`config.mk`:
```
export PLATFORM = sky130hd
export DESIGN_NAME = ncrb_bank
export DESIGN_NICKNAME = d
export VERILOG_FILES = /design/src/hw/ncrb_pkg.sv /design/src/hw/ncrb_bank.sv
export SDC_FILE = /design/constraint.sdc
export NUM_CORES = 1
export LEC_CHECK = 0
export BUFFER_PORTS_ARGS = -buffer_cell sky130_fd_sc_hd__clkbuf_2
export CAP_MARGIN = 0
export CORE_ASPECT_RATIO = 0.9
export CORE_MARGIN = 2
export CORE_UTILIZATION = 30
export CTS_CLUSTER_SIZE = 28
export DETAILED_ROUTE_END_ITERATION = 8
export GPL_ROUTABILITY_DRIVEN = 0
export PLACE_DENSITY = 0.46
export SYNTH_ARGS = -nofsm -noshare
export SYNTH_HDL_FRONTEND = slang
export SYNTH_SLANG_ARGS = --single-unit
```
`constraint.sdc`:
```
create_clock -name CLK_I -period 2.9 [get_ports CLK_I]
set_input_delay 0.58 -clock CLK_I [delete_from_list [all_inputs] [get_ports CLK_I]]
set_output_delay 0.58 -clock CLK_I [all_outputs]
set_load 0.03 [all_outputs]
```
`src/hw/ncrb_pkg.sv`:
```
// package for the network configuration register bank:
// offsets, reset values, field positions and carrier types.
// assumes a 10-bit word address and 16-bit registers.
package ncrb_pkg;

   localparam int ADDR_W = 10;
   localparam int DATA_W = 16;
   localparam int NUM_REGS = 17;

   typedef logic [DATA_W-1:0] ncrb_word_t;
   typedef logic [ADDR_W-1:0] ncrb_addr_t;

   // register bus request, one strobe at a time
   typedef struct packed {
      logic wr;
      logic rd;
      ncrb_addr_t addr;
      ncrb_word_t wdata;
   } ncrb_req_t;

   // active address settings, changed only by a commit
   typedef struct packed {
      logic [31:0] ip;
      logic [31:0] mask;
      logic [31:0] gw;
   } ncrb_ip_cfg_t;

   typedef struct packed {
      logic crc_ignore;
      logic udp_en;
      logic dhcp_en;
   } ncrb_ctrl_t;

   // register offsets
   localparam ncrb_addr_t OFS_PH_LO = 10'h197;
   localparam ncrb_addr_t OFS_PH_HI = 10'h198;
   localparam ncrb_addr_t OFS_CTRL = 10'h240;
   localparam ncrb_addr_t OFS_MAC_U = 10'h241;
   localparam ncrb_addr_t OFS_MAC_M = 10'h242;
   localparam ncrb_addr_t OFS_MAC_L = 10'h243;
   localparam ncrb_addr_t OFS_IP_LO = 10'h244;
   localparam ncrb_addr_t OFS_IP_HI = 10'h245;
   localparam ncrb_addr_t OFS_NM_LO = 10'h246;
   localparam ncrb_addr_t OFS_NM_HI = 10'h247;
   localparam ncrb_addr_t OFS_GW_LO = 10'h248;
   localparam ncrb_addr_t OFS_GW_HI = 10'h249;
   localparam ncrb_addr_t OFS_TCP = 10'h24B;
   localparam ncrb_addr_t OFS_SD_LO = 10'h24C;
   localparam ncrb_addr_t OFS_SD_HI = 10'h24D;
   localparam ncrb_addr_t OFS_UDP = 10'h24E;
   localparam ncrb_addr_t OFS_PKT = 10'h259;

   // reset values
   localparam ncrb_word_t RST_PH_LO = 16'h0000;
   localparam ncrb_word_t RST_PH_HI = 16'h0000;
   localparam ncrb_word_t RST_CTRL = 16'h0006;
   localparam ncrb_word_t RST_MAC_U = 16'h0000;
   localparam ncrb_word_t RST_MAC_M = 16'h0000;
   localparam ncrb_word_t RST_MAC_L = 16'h0000;
   localparam ncrb_word_t RST_IP_LO = 16'h000A;
   localparam ncrb_word_t RST_IP_HI = 16'hC0A8;
   localparam ncrb_word_t RST_NM_LO = 16'h0000;
   localparam ncrb_word_t RST_NM_HI = 16'hFFFF;
   localparam ncrb_word_t RST_GW_LO = 16'h0001;
   localparam ncrb_word_t RST_GW_HI = 16'hC0A8;
   localparam ncrb_word_t RST_TCP = 16'h2711;
   localparam ncrb_word_t RST_SD_LO = 16'h0001;
   localparam ncrb_word_t RST_SD_HI = 16'hE000;
   localparam ncrb_word_t RST_UDP = 16'h2712;
   localparam ncrb_word_t RST_PKT = 16'h0578;

   // control field positions and implemented bits
   localparam int CTRL_DHCP_BIT = 0;
   localparam int CTRL_UDP_BIT = 1;
   localparam int CTRL_CRC_BIT = 2;
   localparam ncrb_word_t CTRL_MASK = 16'h0007;
   localparam ncrb_word_t FULL_MASK = 16'hFFFF;

   // register indices into the bank
   localparam int I_PH_LO = 0;
   localparam int I_PH_HI = 1;
   localparam int I_CTRL = 2;
   localparam int I_MAC_U = 3;
   localparam int I_MAC_M = 4;
   localparam int I_MAC_L = 5;
   localparam int I_IP_LO = 6;
   localparam int I_IP_HI = 7;
   localparam int I_NM_LO = 8;
   localparam int I_NM_HI = 9;
   localparam int I_GW_LO = 10;
   localparam int I_GW_HI = 11;
   localparam int I_TCP = 12;
   localparam int I_SD_LO = 13;
   localparam int I_SD_HI = 14;
   localparam int I_UDP = 15;
   localparam int I_PKT = 16;

   localparam ncrb_addr_t REG_OFS [NUM_REGS] = '{OFS_PH_LO, OFS_PH_HI, OFS_CTRL,
      OFS_MAC_U, OFS_MAC_M, OFS_MAC_L, OFS_IP_LO, OFS_IP_HI, OFS_NM_LO, OFS_NM_HI,
      OFS_GW_LO, OFS_GW_HI, OFS_TCP, OFS_SD_LO, OFS_SD_HI, OFS_UDP, OFS_PKT};
   localparam ncrb_word_t REG_RST [NUM_REGS] = '{RST_PH_LO, RST_PH_HI, RST_CTRL,
      RST_MAC_U, RST_MAC_M, RST_MAC_L, RST_IP_LO, RST_IP_HI, RST_NM_LO, RST_NM_HI,
      RST_GW_LO, RST_GW_HI, RST_TCP, RST_SD_LO, RST_SD_HI, RST_UDP, RST_PKT};
   localparam ncrb_word_t REG_MASK [NUM_REGS] = '{FULL_MASK, FULL_MASK, CTRL_MASK,
      FULL_MASK, FULL_MASK, FULL_MASK, FULL_MASK, FULL_MASK, FULL_MASK, FULL_MASK,
      FULL_MASK, FULL_MASK, FULL_MASK, FULL_MASK, FULL_MASK, FULL_MASK, FULL_MASK};

   // active values after reset
   localparam logic [47:0] ACT_MAC_RST = {RST_MAC_U, RST_MAC_M, RST_MAC_L};
   localparam ncrb_ip_cfg_t ACT_IP_RST = {RST_IP_HI, RST_IP_LO, RST_NM_HI, RST_NM_LO,
      RST_GW_HI, RST_GW_LO};
   localparam logic [31:0] ACT_SD_RST = {RST_SD_HI, RST_SD_LO};

endpackage

```
`src/hw/ncrb_bank.sv`:
```
// network configuration register bank with pixel phase check.
// assumes the register master and the phase source run on CLK_I,
// so neither input is synchronised.
//
// Design decision made here: the plain strobed port.

// Notes on behaviour
// RULE1 - phase below low limit marks pixel invalid
// RULE2 - phase above high limit marks pixel invalid
// RULE3 - control bit 0 enables dhcp, reset clear
// RULE4 - control bit 1 enables udp streaming
// RULE5 - control bit 2 ignores crc on streaming
// RULE6 - mac split over three words, high first
// RULE7 - upper mac words only staged
// RULE8 - lowest mac word write applies mac
// RULE9 - ip split low/high words, defaults given
// RULE10 - ip, mask, low gateway words only staged
// RULE11 - high gateway write applies ip group
// RULE12 - mask high word defaults all ones
// RULE13 - tcp control port register, default 2711
// RULE14 - stream ip staged low, high applies
// RULE15 - streaming udp port register, default 2712
// RULE16 - udp packet size register, default 0578
// RULE17 - commit moves whole group at once
module ncrb_bank
(
   input wire logic CLK_I,
   input wire logic RST_B_I,
   input wire ncrb_pkg::ncrb_req_t REG_REQ_I,
   output logic [ncrb_pkg::DATA_W-1:0] REG_RDATA_O,
   input wire logic PHASE_VALID_I,
   input wire logic [ncrb_pkg::DATA_W-1:0] PHASE_I,
   output logic PIXEL_VALID_O,
   output logic PIXEL_INVALID_O,
   output ncrb_pkg::ncrb_ctrl_t NET_CTRL_O,
   output logic [47:0] MAC_ADDR_O,
   output ncrb_pkg::ncrb_ip_cfg_t IP_CFG_O,
   output logic [31:0] STREAM_IP_O,
   output logic [ncrb_pkg::DATA_W-1:0] TCP_PORT_O,
   output logic [ncrb_pkg::DATA_W-1:0] UDP_PORT_O,
   output logic [ncrb_pkg::DATA_W-1:0] PKT_LEN_O,
   output logic NET_UPDATE_O
);
   import ncrb_pkg::*;

   ncrb_word_t regs [NUM_REGS];
   ncrb_word_t rd_chain [NUM_REGS+1];
   logic [NUM_REGS-1:0] hit;
   logic [NUM_REGS-1:0] wr_hit;
   logic wr;
   logic rd;
   ncrb_word_t wdata;
   logic mac_commit;
   logic ip_commit;
   logic sd_commit;
   logic below;
   logic above;
   logic [47:0] mac;
   ncrb_ip_cfg_t ip_cfg;
   logic [31:0] sd_ip;
   logic update;

   // bus request fields
   assign wr = REG_REQ_I.wr;
   assign rd = REG_REQ_I.rd;
   assign wdata = REG_REQ_I.wdata;

   // address decode, storage and read mux, one slice per register
   assign rd_chain[0] = '0;
   for (genvar i = 0; i < NUM_REGS; i++)
   begin : g_reg
      assign hit[i] = (REG_REQ_I.addr == REG_OFS[i]);
      assign wr_hit[i] = wr & hit[i];
      assign rd_chain[i+1] = rd_chain[i] | (hit[i] ? regs[i] : '0);
      // staged words keep what was written; unused control bits drop
      always_ff @(posedge CLK_I or negedge RST_B_I)
      begin
         if (!RST_B_I)
            regs[i] <= REG_RST[i];
         else if (wr_hit[i])
            regs[i] <= wdata & REG_MASK[i];
      end
   end

   // read data for one cycle only; unmapped reads give zero
   always_ff @(posedge CLK_I or negedge RST_B_I)
   begin
      if (!RST_B_I)
         REG_RDATA_O <= '0;
      else
         REG_RDATA_O <= rd ? rd_chain[NUM_REGS] : '0;
   end

   // commit strobes
   assign mac_commit = wr_hit[I_MAC_L]; // [RULE8]
   assign ip_commit = wr_hit[I_GW_HI]; // [RULE11]
   assign sd_commit = wr_hit[I_SD_HI]; // [RULE14]

   // active settings move only on their commit word, whole group in
   // one edge; the commit word itself is taken from the bus so the
   // network side never sees the old low/high mix
   always_ff @(posedge CLK_I or negedge RST_B_I)
   begin
      if (!RST_B_I)
      begin
         mac <= ACT_MAC_RST;
         ip_cfg <= ACT_IP_RST;
         sd_ip <= ACT_SD_RST;
         update <= 1'b0;
      end
      else
      begin
         if (mac_commit)
            mac <= {regs[I_MAC_U], regs[I_MAC_M], wdata}; // [RULE6] [RULE7] [RULE17]
         if (ip_commit)
            ip_cfg <= {regs[I_IP_HI], regs[I_IP_LO], regs[I_NM_HI], regs[I_NM_LO],
               wdata, regs[I_GW_LO]}; // [RULE9] [RULE10] [RULE12] [RULE17]
         if (sd_commit)
            sd_ip <= {wdata, regs[I_SD_LO]}; // [RULE14] [RULE17]
         update <= mac_commit | ip_commit | sd_commit;
      end
   end

   // pixel check against both limits, one cycle of latency
   assign below = PHASE_I < regs[I_PH_LO]; // [RULE1]
   assign above = PHASE_I > regs[I_PH_HI]; // [RULE2]
   always_ff @(posedge CLK_I or negedge RST_B_I)
   begin
      if (!RST_B_I)
      begin
         PIXEL_VALID_O <= 1'b0;
         PIXEL_INVALID_O <= 1'b0;
      end
      else
      begin
         PIXEL_VALID_O <= PHASE_VALID_I;
         PIXEL_INVALID_O <= PHASE_VALID_I & (below | above); // [RULE1] [RULE2]
      end
   end

   // outputs straight from flops
   assign NET_CTRL_O.dhcp_en = regs[I_CTRL][CTRL_DHCP_BIT]; // [RULE3]
   assign NET_CTRL_O.udp_en = regs[I_CTRL][CTRL_UDP_BIT]; // [RULE4]
   assign NET_CTRL_O.crc_ignore = regs[I_CTRL][CTRL_CRC_BIT]; // [RULE5]
   assign MAC_ADDR_O = mac;
   assign IP_CFG_O = ip_cfg;
   assign STREAM_IP_O = sd_ip;
   assign TCP_PORT_O = regs[I_TCP]; // [RULE13]
   assign UDP_PORT_O = regs[I_UDP]; // [RULE15]
   assign PKT_LEN_O = regs[I_PKT]; // [RULE16]
   assign NET_UPDATE_O = update;
endmodule

```
# Word-level counts from Yosys, hierarchy flattened
# Index checks and enable logic that the tools add are counted.
# word_totals
out_inout_bits	246
reg_bits	454
elab_cells	100
# op_classes
magnitude_cmp	2
muxes	18
n_eq_ne	17
bitwise	37
# ops
cell	count
$mux 16	17
$or 16x16->16	15
$eq 10x10->1 const B	15
$eq 10x9->1 const B	2
$and 1x1->1	18
$gt 16x16->1	1
$lt 16x16->1	1
$or 16x3->16	1
$mux 3	1
$or 1x1->1	3

# Depth between registers and ports, before layout
# depth
ltp_word	19
ltp_mapped	9
depth_no_buf	7

# Least setup slack after synthesis
# OpenSTA, ideal clock, no wires.
# synth_path
path_kind	input to register
start	input REG_REQ_I[21] (netlist name)
end	register regs[133] (netlist name)
path_slack_ns	0.581
required_time_ns	2.775
setup_time_ns	0.125
stages	6
arrival_ns	2.193
path_cell_list	or4b_1 -> buf_6 -> nor4_4 -> nand2_4 -> buf_6 -> mux2_4
# synth_between
elab_chain_len	2
# synth_rtl
element	line	rtl
start: declaration	ncrb_bank.sv:29	input wire ncrb_pkg::ncrb_req_t REG_REQ_I,
$eq 10x10->1	ncrb_bank.sv:72	assign hit[i] = (REG_REQ_I.addr == REG_OFS[i]);
$and 1x1->1	ncrb_bank.sv:73	assign wr_hit[i] = wr & hit[i];
end signal: indexed assignment	ncrb_bank.sv:79	regs[i] <= REG_RST[i];
end signal: indexed assignment	ncrb_bank.sv:81	regs[i] <= wdata & REG_MASK[i];
end: declaration	ncrb_bank.sv:46	ncrb_word_t regs [NUM_REGS];
# Every way passes these cells.
# A chain may end at the register's enable or synchronous reset.

# Worst setup path in the final report
# layout_path
start	input REG_REQ_I[18] (netlist name)
end	register REG_RDATA_O[6] (netlist name)
# layout_between
elab_chain_len	19
# layout_rtl
element	line	rtl
$eq 10x9->1	ncrb_bank.sv:72	
$mux 16	ncrb_bank.sv:74	assign rd_chain[i+1] = rd_chain[i] | (hit[i] ? regs[i] : '0);
$or 16x16->16	ncrb_bank.sv:74	
$or 16x3->16	ncrb_bank.sv:74	
$or 16x16->16 (13 in a row)	ncrb_bank.sv:74	
$or 16x16->16 (*)	ncrb_bank.sv:74	
$mux 16 (*)	ncrb_bank.sv:91	REG_RDATA_O <= rd ? rd_chain[NUM_REGS] : '0;
end signal: assignment	ncrb_bank.sv:91	
end: declaration	ncrb_bank.sv:30	output logic [ncrb_pkg::DATA_W-1:0] REG_RDATA_O,
# Mark *: on every way between the ends. The rest lies on a longest branch, timed or not.

==> metrics.md <==
| Metric | Value |
|---|---|
| CP Cell Sequence | `clkbuf_2, buf_4, nor4b_4, buf_12, a22oi_1, nor2_1, a2111oi_0, a31oi_1` |
| Count of flip-flops with a built-in enable after synthesis | `0` |
| Hold WC Path Type | `in2reg` |
| Worst setup SP type | `input port` |
| Distinct cells, synth | `74` |
| Clk slew on worst S/H paths | `0.06 ns` |
| Async SR Flop Fraction | `100%` |
| RSZ-0062 raised after global routing | `no` |
| Worst-Margin Slew | `0.680 ns` |
| Core area | `between 60000 and 70000 um^2` |
| CP endpoint kind | `register` |
| Largest net degree at the start of global routing | `78` |
| Slowest CP cell | `a2111oi_0` |
| CP Class | `in2reg` |
| Row cnt | `87` |
| Leakage | `11.2 nW` |
| Mapped Area | `19100 um^2` |
| Combinational power share | `under 10%` |
| Die area | `~66000 um^2` |
| Placed Cells | `approximately 2400` |
| Worst path arrival time | `2.70 ns` |
| TritonCTS clock tree | `yes` |
| Via count | `roughly 13000` |
| Fin cells | `about 2500` |
| Post-layout min period | `2.29 ns` |
| I/O pins | `293` |
| Fin Setup TNS | `0 ns` |
| H-tree Lvls | `2` |
| Die Height | `243 um` |
| Synth warnings | `0` |
| Initial DRC count | `~890` |
| Max Cap Violations | `0` |
| Peak supply drop | `0.344 mV` |
| Status | `complete, no violations` |
| DRC | `0` |
| Synthesized net count | `1488` |
| Int Pwr | `9.55 mW` |
| Worst reg-to-reg path cell count | `7` |
| Critical path required time | `3.31 ns` |
| Drt via density | `between 5 and 6` |
| Fmax | `between 400 and 500 MHz` |
| Final antenna-violating net count | `0` |
| Final-stage net count | `1722` |
| Flop-to-flop setup slack | `0.68 ns` |
| Flop pwr share | `46.1%` |
| Final period util | `78.9%` |
| Global Route Usage Sum | `21.2%` |
| CP Max Fanout | `21` |
| Sequential area share after synthesis | `53.8%` |
| Vias in the first global route | `roughly 13000` |
| #FFs+latches synth | `406` |
| Worst Setup EP | `REG_RDATA_O[6]$_DFF_PN0_` |
| Count of input and output buffers | `292` |
| Avg Inst Size Synth | `about 14 um^2` |
| Sw frac | `24.2%` |
| Share of post-route cells with drive strength above 1 | `56.4%` |
| Total grt overflow | `0` |
| Clock Skew | `0.0161 ns` |
| DP HPWL | `52700 um` |
| CTS Buf Count | `47` |
| CP delay by family, top | `compound AO/OA/AOI/OAI gates` |
| Initial antenna violation count | `4` |
| DRT Pass-1 Iters | `5` |
| Area Growth Syn to Fin | `19.3%` |
| Reg-to-Reg End | `PIXEL_INVALID_O$_DFF_PN0_` |
| Die X | `270 um` |
| Clk pwr share | `48.5%` |
| Clock Sinks | `406` |
| Hold Fails Final Rpt | `0` |
| Final WL | `70200 um` |
| Initial Util | `roughly 30%` |
| Clock Path Buffers | `3` |
| WP depth | `8` |
| Mapped Cells | `1410` |
| Clk_lat worst skew | `~0.6 ns` |
| Switching pwr | `3.05 mW` |
| Clock root buffer | `clkbuf_16` |
| Count of final max-slew check failures | `0` |
| Ys flop type | `dfrtp_1` |
| WP buf/inv | `3` |
| WL per Instance | `27.8 um` |
| Count of final setup violators | `0` |
| Headroom to the max-slew limit | `53.5%` |
| Crit. Startpoint | `REG_REQ_I[18]` |
| First-pass GRT wire length | `101000 um` |
| Pwr/cell area | `553 nW/um^2` |
| CP peak stage delay | `0.65 ns` |
| FF-to-FF Start | `regs[249]$_DFFE_PN0P_` |
==> synthesized netlist by cell type, drive strengths merged (11+ instances only) <==
cell | count | area share, %
mux2 | 398 | 24
dfrtp | 328 | 43
buf | 150 | 5.4
dfstp | 78 | 11
a22oi | 41 | 1.6
clkbuf | 37 | 0.73
inv | 33 | 0.65
mux2i | 32 | 1.7
ha | 31 | 2.0
nand2 | 28 | 0.64
nor2 | 26 | 0.71
a21oi | 25 | 0.66
nand3 | 19 | 0.73
nor3 | 18 | 0.56
o22ai | 13 | 0.43
nor2b | 11 | 0.36
==> power by group through the flow <==
stage          Clock, mW  Combinational, mW  Sequential [mW]
2_1_floorplan          0              0.317             5.87
3_3_place_gp           0              0.677             5.91
3_5_place_dp           0              0.687             5.91
4_1_cts             6.25              0.688             5.81
5_1_grt             6.50              0.737             5.81
6_report            6.11              0.681             5.81
==> cell usage in the layout, fill, tap and decap left out, types with 10 or more instances in the layout <==
cell type	netlist	routed
a21oi_1	25	25
o21ai_0	10	10
mux2_2	375	375
dfrtp_1	328	328
inv_1	33	33
a22oi_1	41	41
clkbuf_8	0	11
nor3_1	16	16
nor2_1	21	21
clkbuf_16	0	48
clkbuf_1	37	13
mux2i_1	32	32
dfstp_2	78	78
buf_4	101	70
ha_1	31	31
nand3_1	13	13
a221oi_1	10	10
nand2_1	23	21
mux2_4	20	20
nor2b_1	11	11
a22o_1	10	10
clkbuf_2	0	291
o22ai_1	13	13
==> metrics by stage <==
stage / total power [mW] / utilization [%] / hold slack, ns / worst slack, ns / cell area (um^2)
final: 12.6 / 36.3 / 0.158 / 0.612 / 22800
after floorplan: 6.19 / - / 0.284 / 0.581 / 19100
after global placement: 6.58 / 33.7 / 0.481 / 0.0720 / 21200
after detailed placement: 6.59 / 33.7 / 0.485 / 0.0562 / 21200
after global routing: 13.0 / 36.2 / 0.156 / 0.510 / 22800
after CTS: 12.7 / 36.2 / 0.130 / 0.688 / 22800
==> sequential cells by signal, indices dropped and copies added, names as in the netlist, 16 cells and up <==
signal and count:
REG_RDATA_O 16, regs 175, STREAM_IP_O 32, MAC_ADDR_O 33
IP_CFG_O 96, PKT_LEN_O 16, TCP_PORT_O 16, UDP_PORT_O 16
==> worst min-delay path by stage <==
stage,start,to,slack [ns],depth (start not counted)
floorplan,RST_B_I,IP_CFG_O[10]$_DFFE_PN0P_,0.28,0
global placement,MAC_ADDR_O[25]$_DFFE_PN0P_,MAC_ADDR_O[25]$_DFFE_PN0P_,0.48,1
detailed placement,MAC_ADDR_O[24]$_DFFE_PN0P_,MAC_ADDR_O[24]$_DFFE_PN0P_,0.48,1
CTS,PHASE_VALID_I,PIXEL_VALID_O$_DFF_PN0_,0.13,1
global route,PHASE_VALID_I,PIXEL_VALID_O$_DFF_PN0_,0.16,1
finish,PHASE_VALID_I,PIXEL_VALID_O$_DFF_PN0_,0.16,1
==> per-layer routing <==
layer	track usage [%]	share of wire (%)	vias up
met5	0	0.050	-
met4	5.52	2.2	8
met3	4.87	7.0	102
met2	31.6	44	489
met1	30.9	47	6814
li1	-	-	5568
==> area by class of cell <==
type / instances / area [um^2]
inverters: 33 / 124
multi-input cells: 784 / 7560
clock buffers: 72 / 1400
flip-flops and latches: 406 / 10300
well taps: 845 / 1060
clock inverters: 15 / 184
fillers: 6235 / 40000
diodes: 1 / 2.50
repair buffers: 372 / 2190
==> repair_timing <==
item,CTS,global route
hold endpoints to repair,36,0
gates resized for setup,0,0
hold buffers,1,0
buffers inserted,0,0
==> cell families (layout without fill, tap and decap cells) <==
logic type,count (synthesis),after routing,share of synthesized area [%]
AND/OR/NAND/NOR,149,149,5.08
adder cells (fa/ha/maj),31,31,2.03
AO/OA/AOI/OAI,173,173,6.68
multiplexers,431,431,25.7
buffers and inverters,220,492,6.77
flip-flops,406,406,53.8
other,0,1,0
No activity file was read; power rests on OpenSTA's default activity.
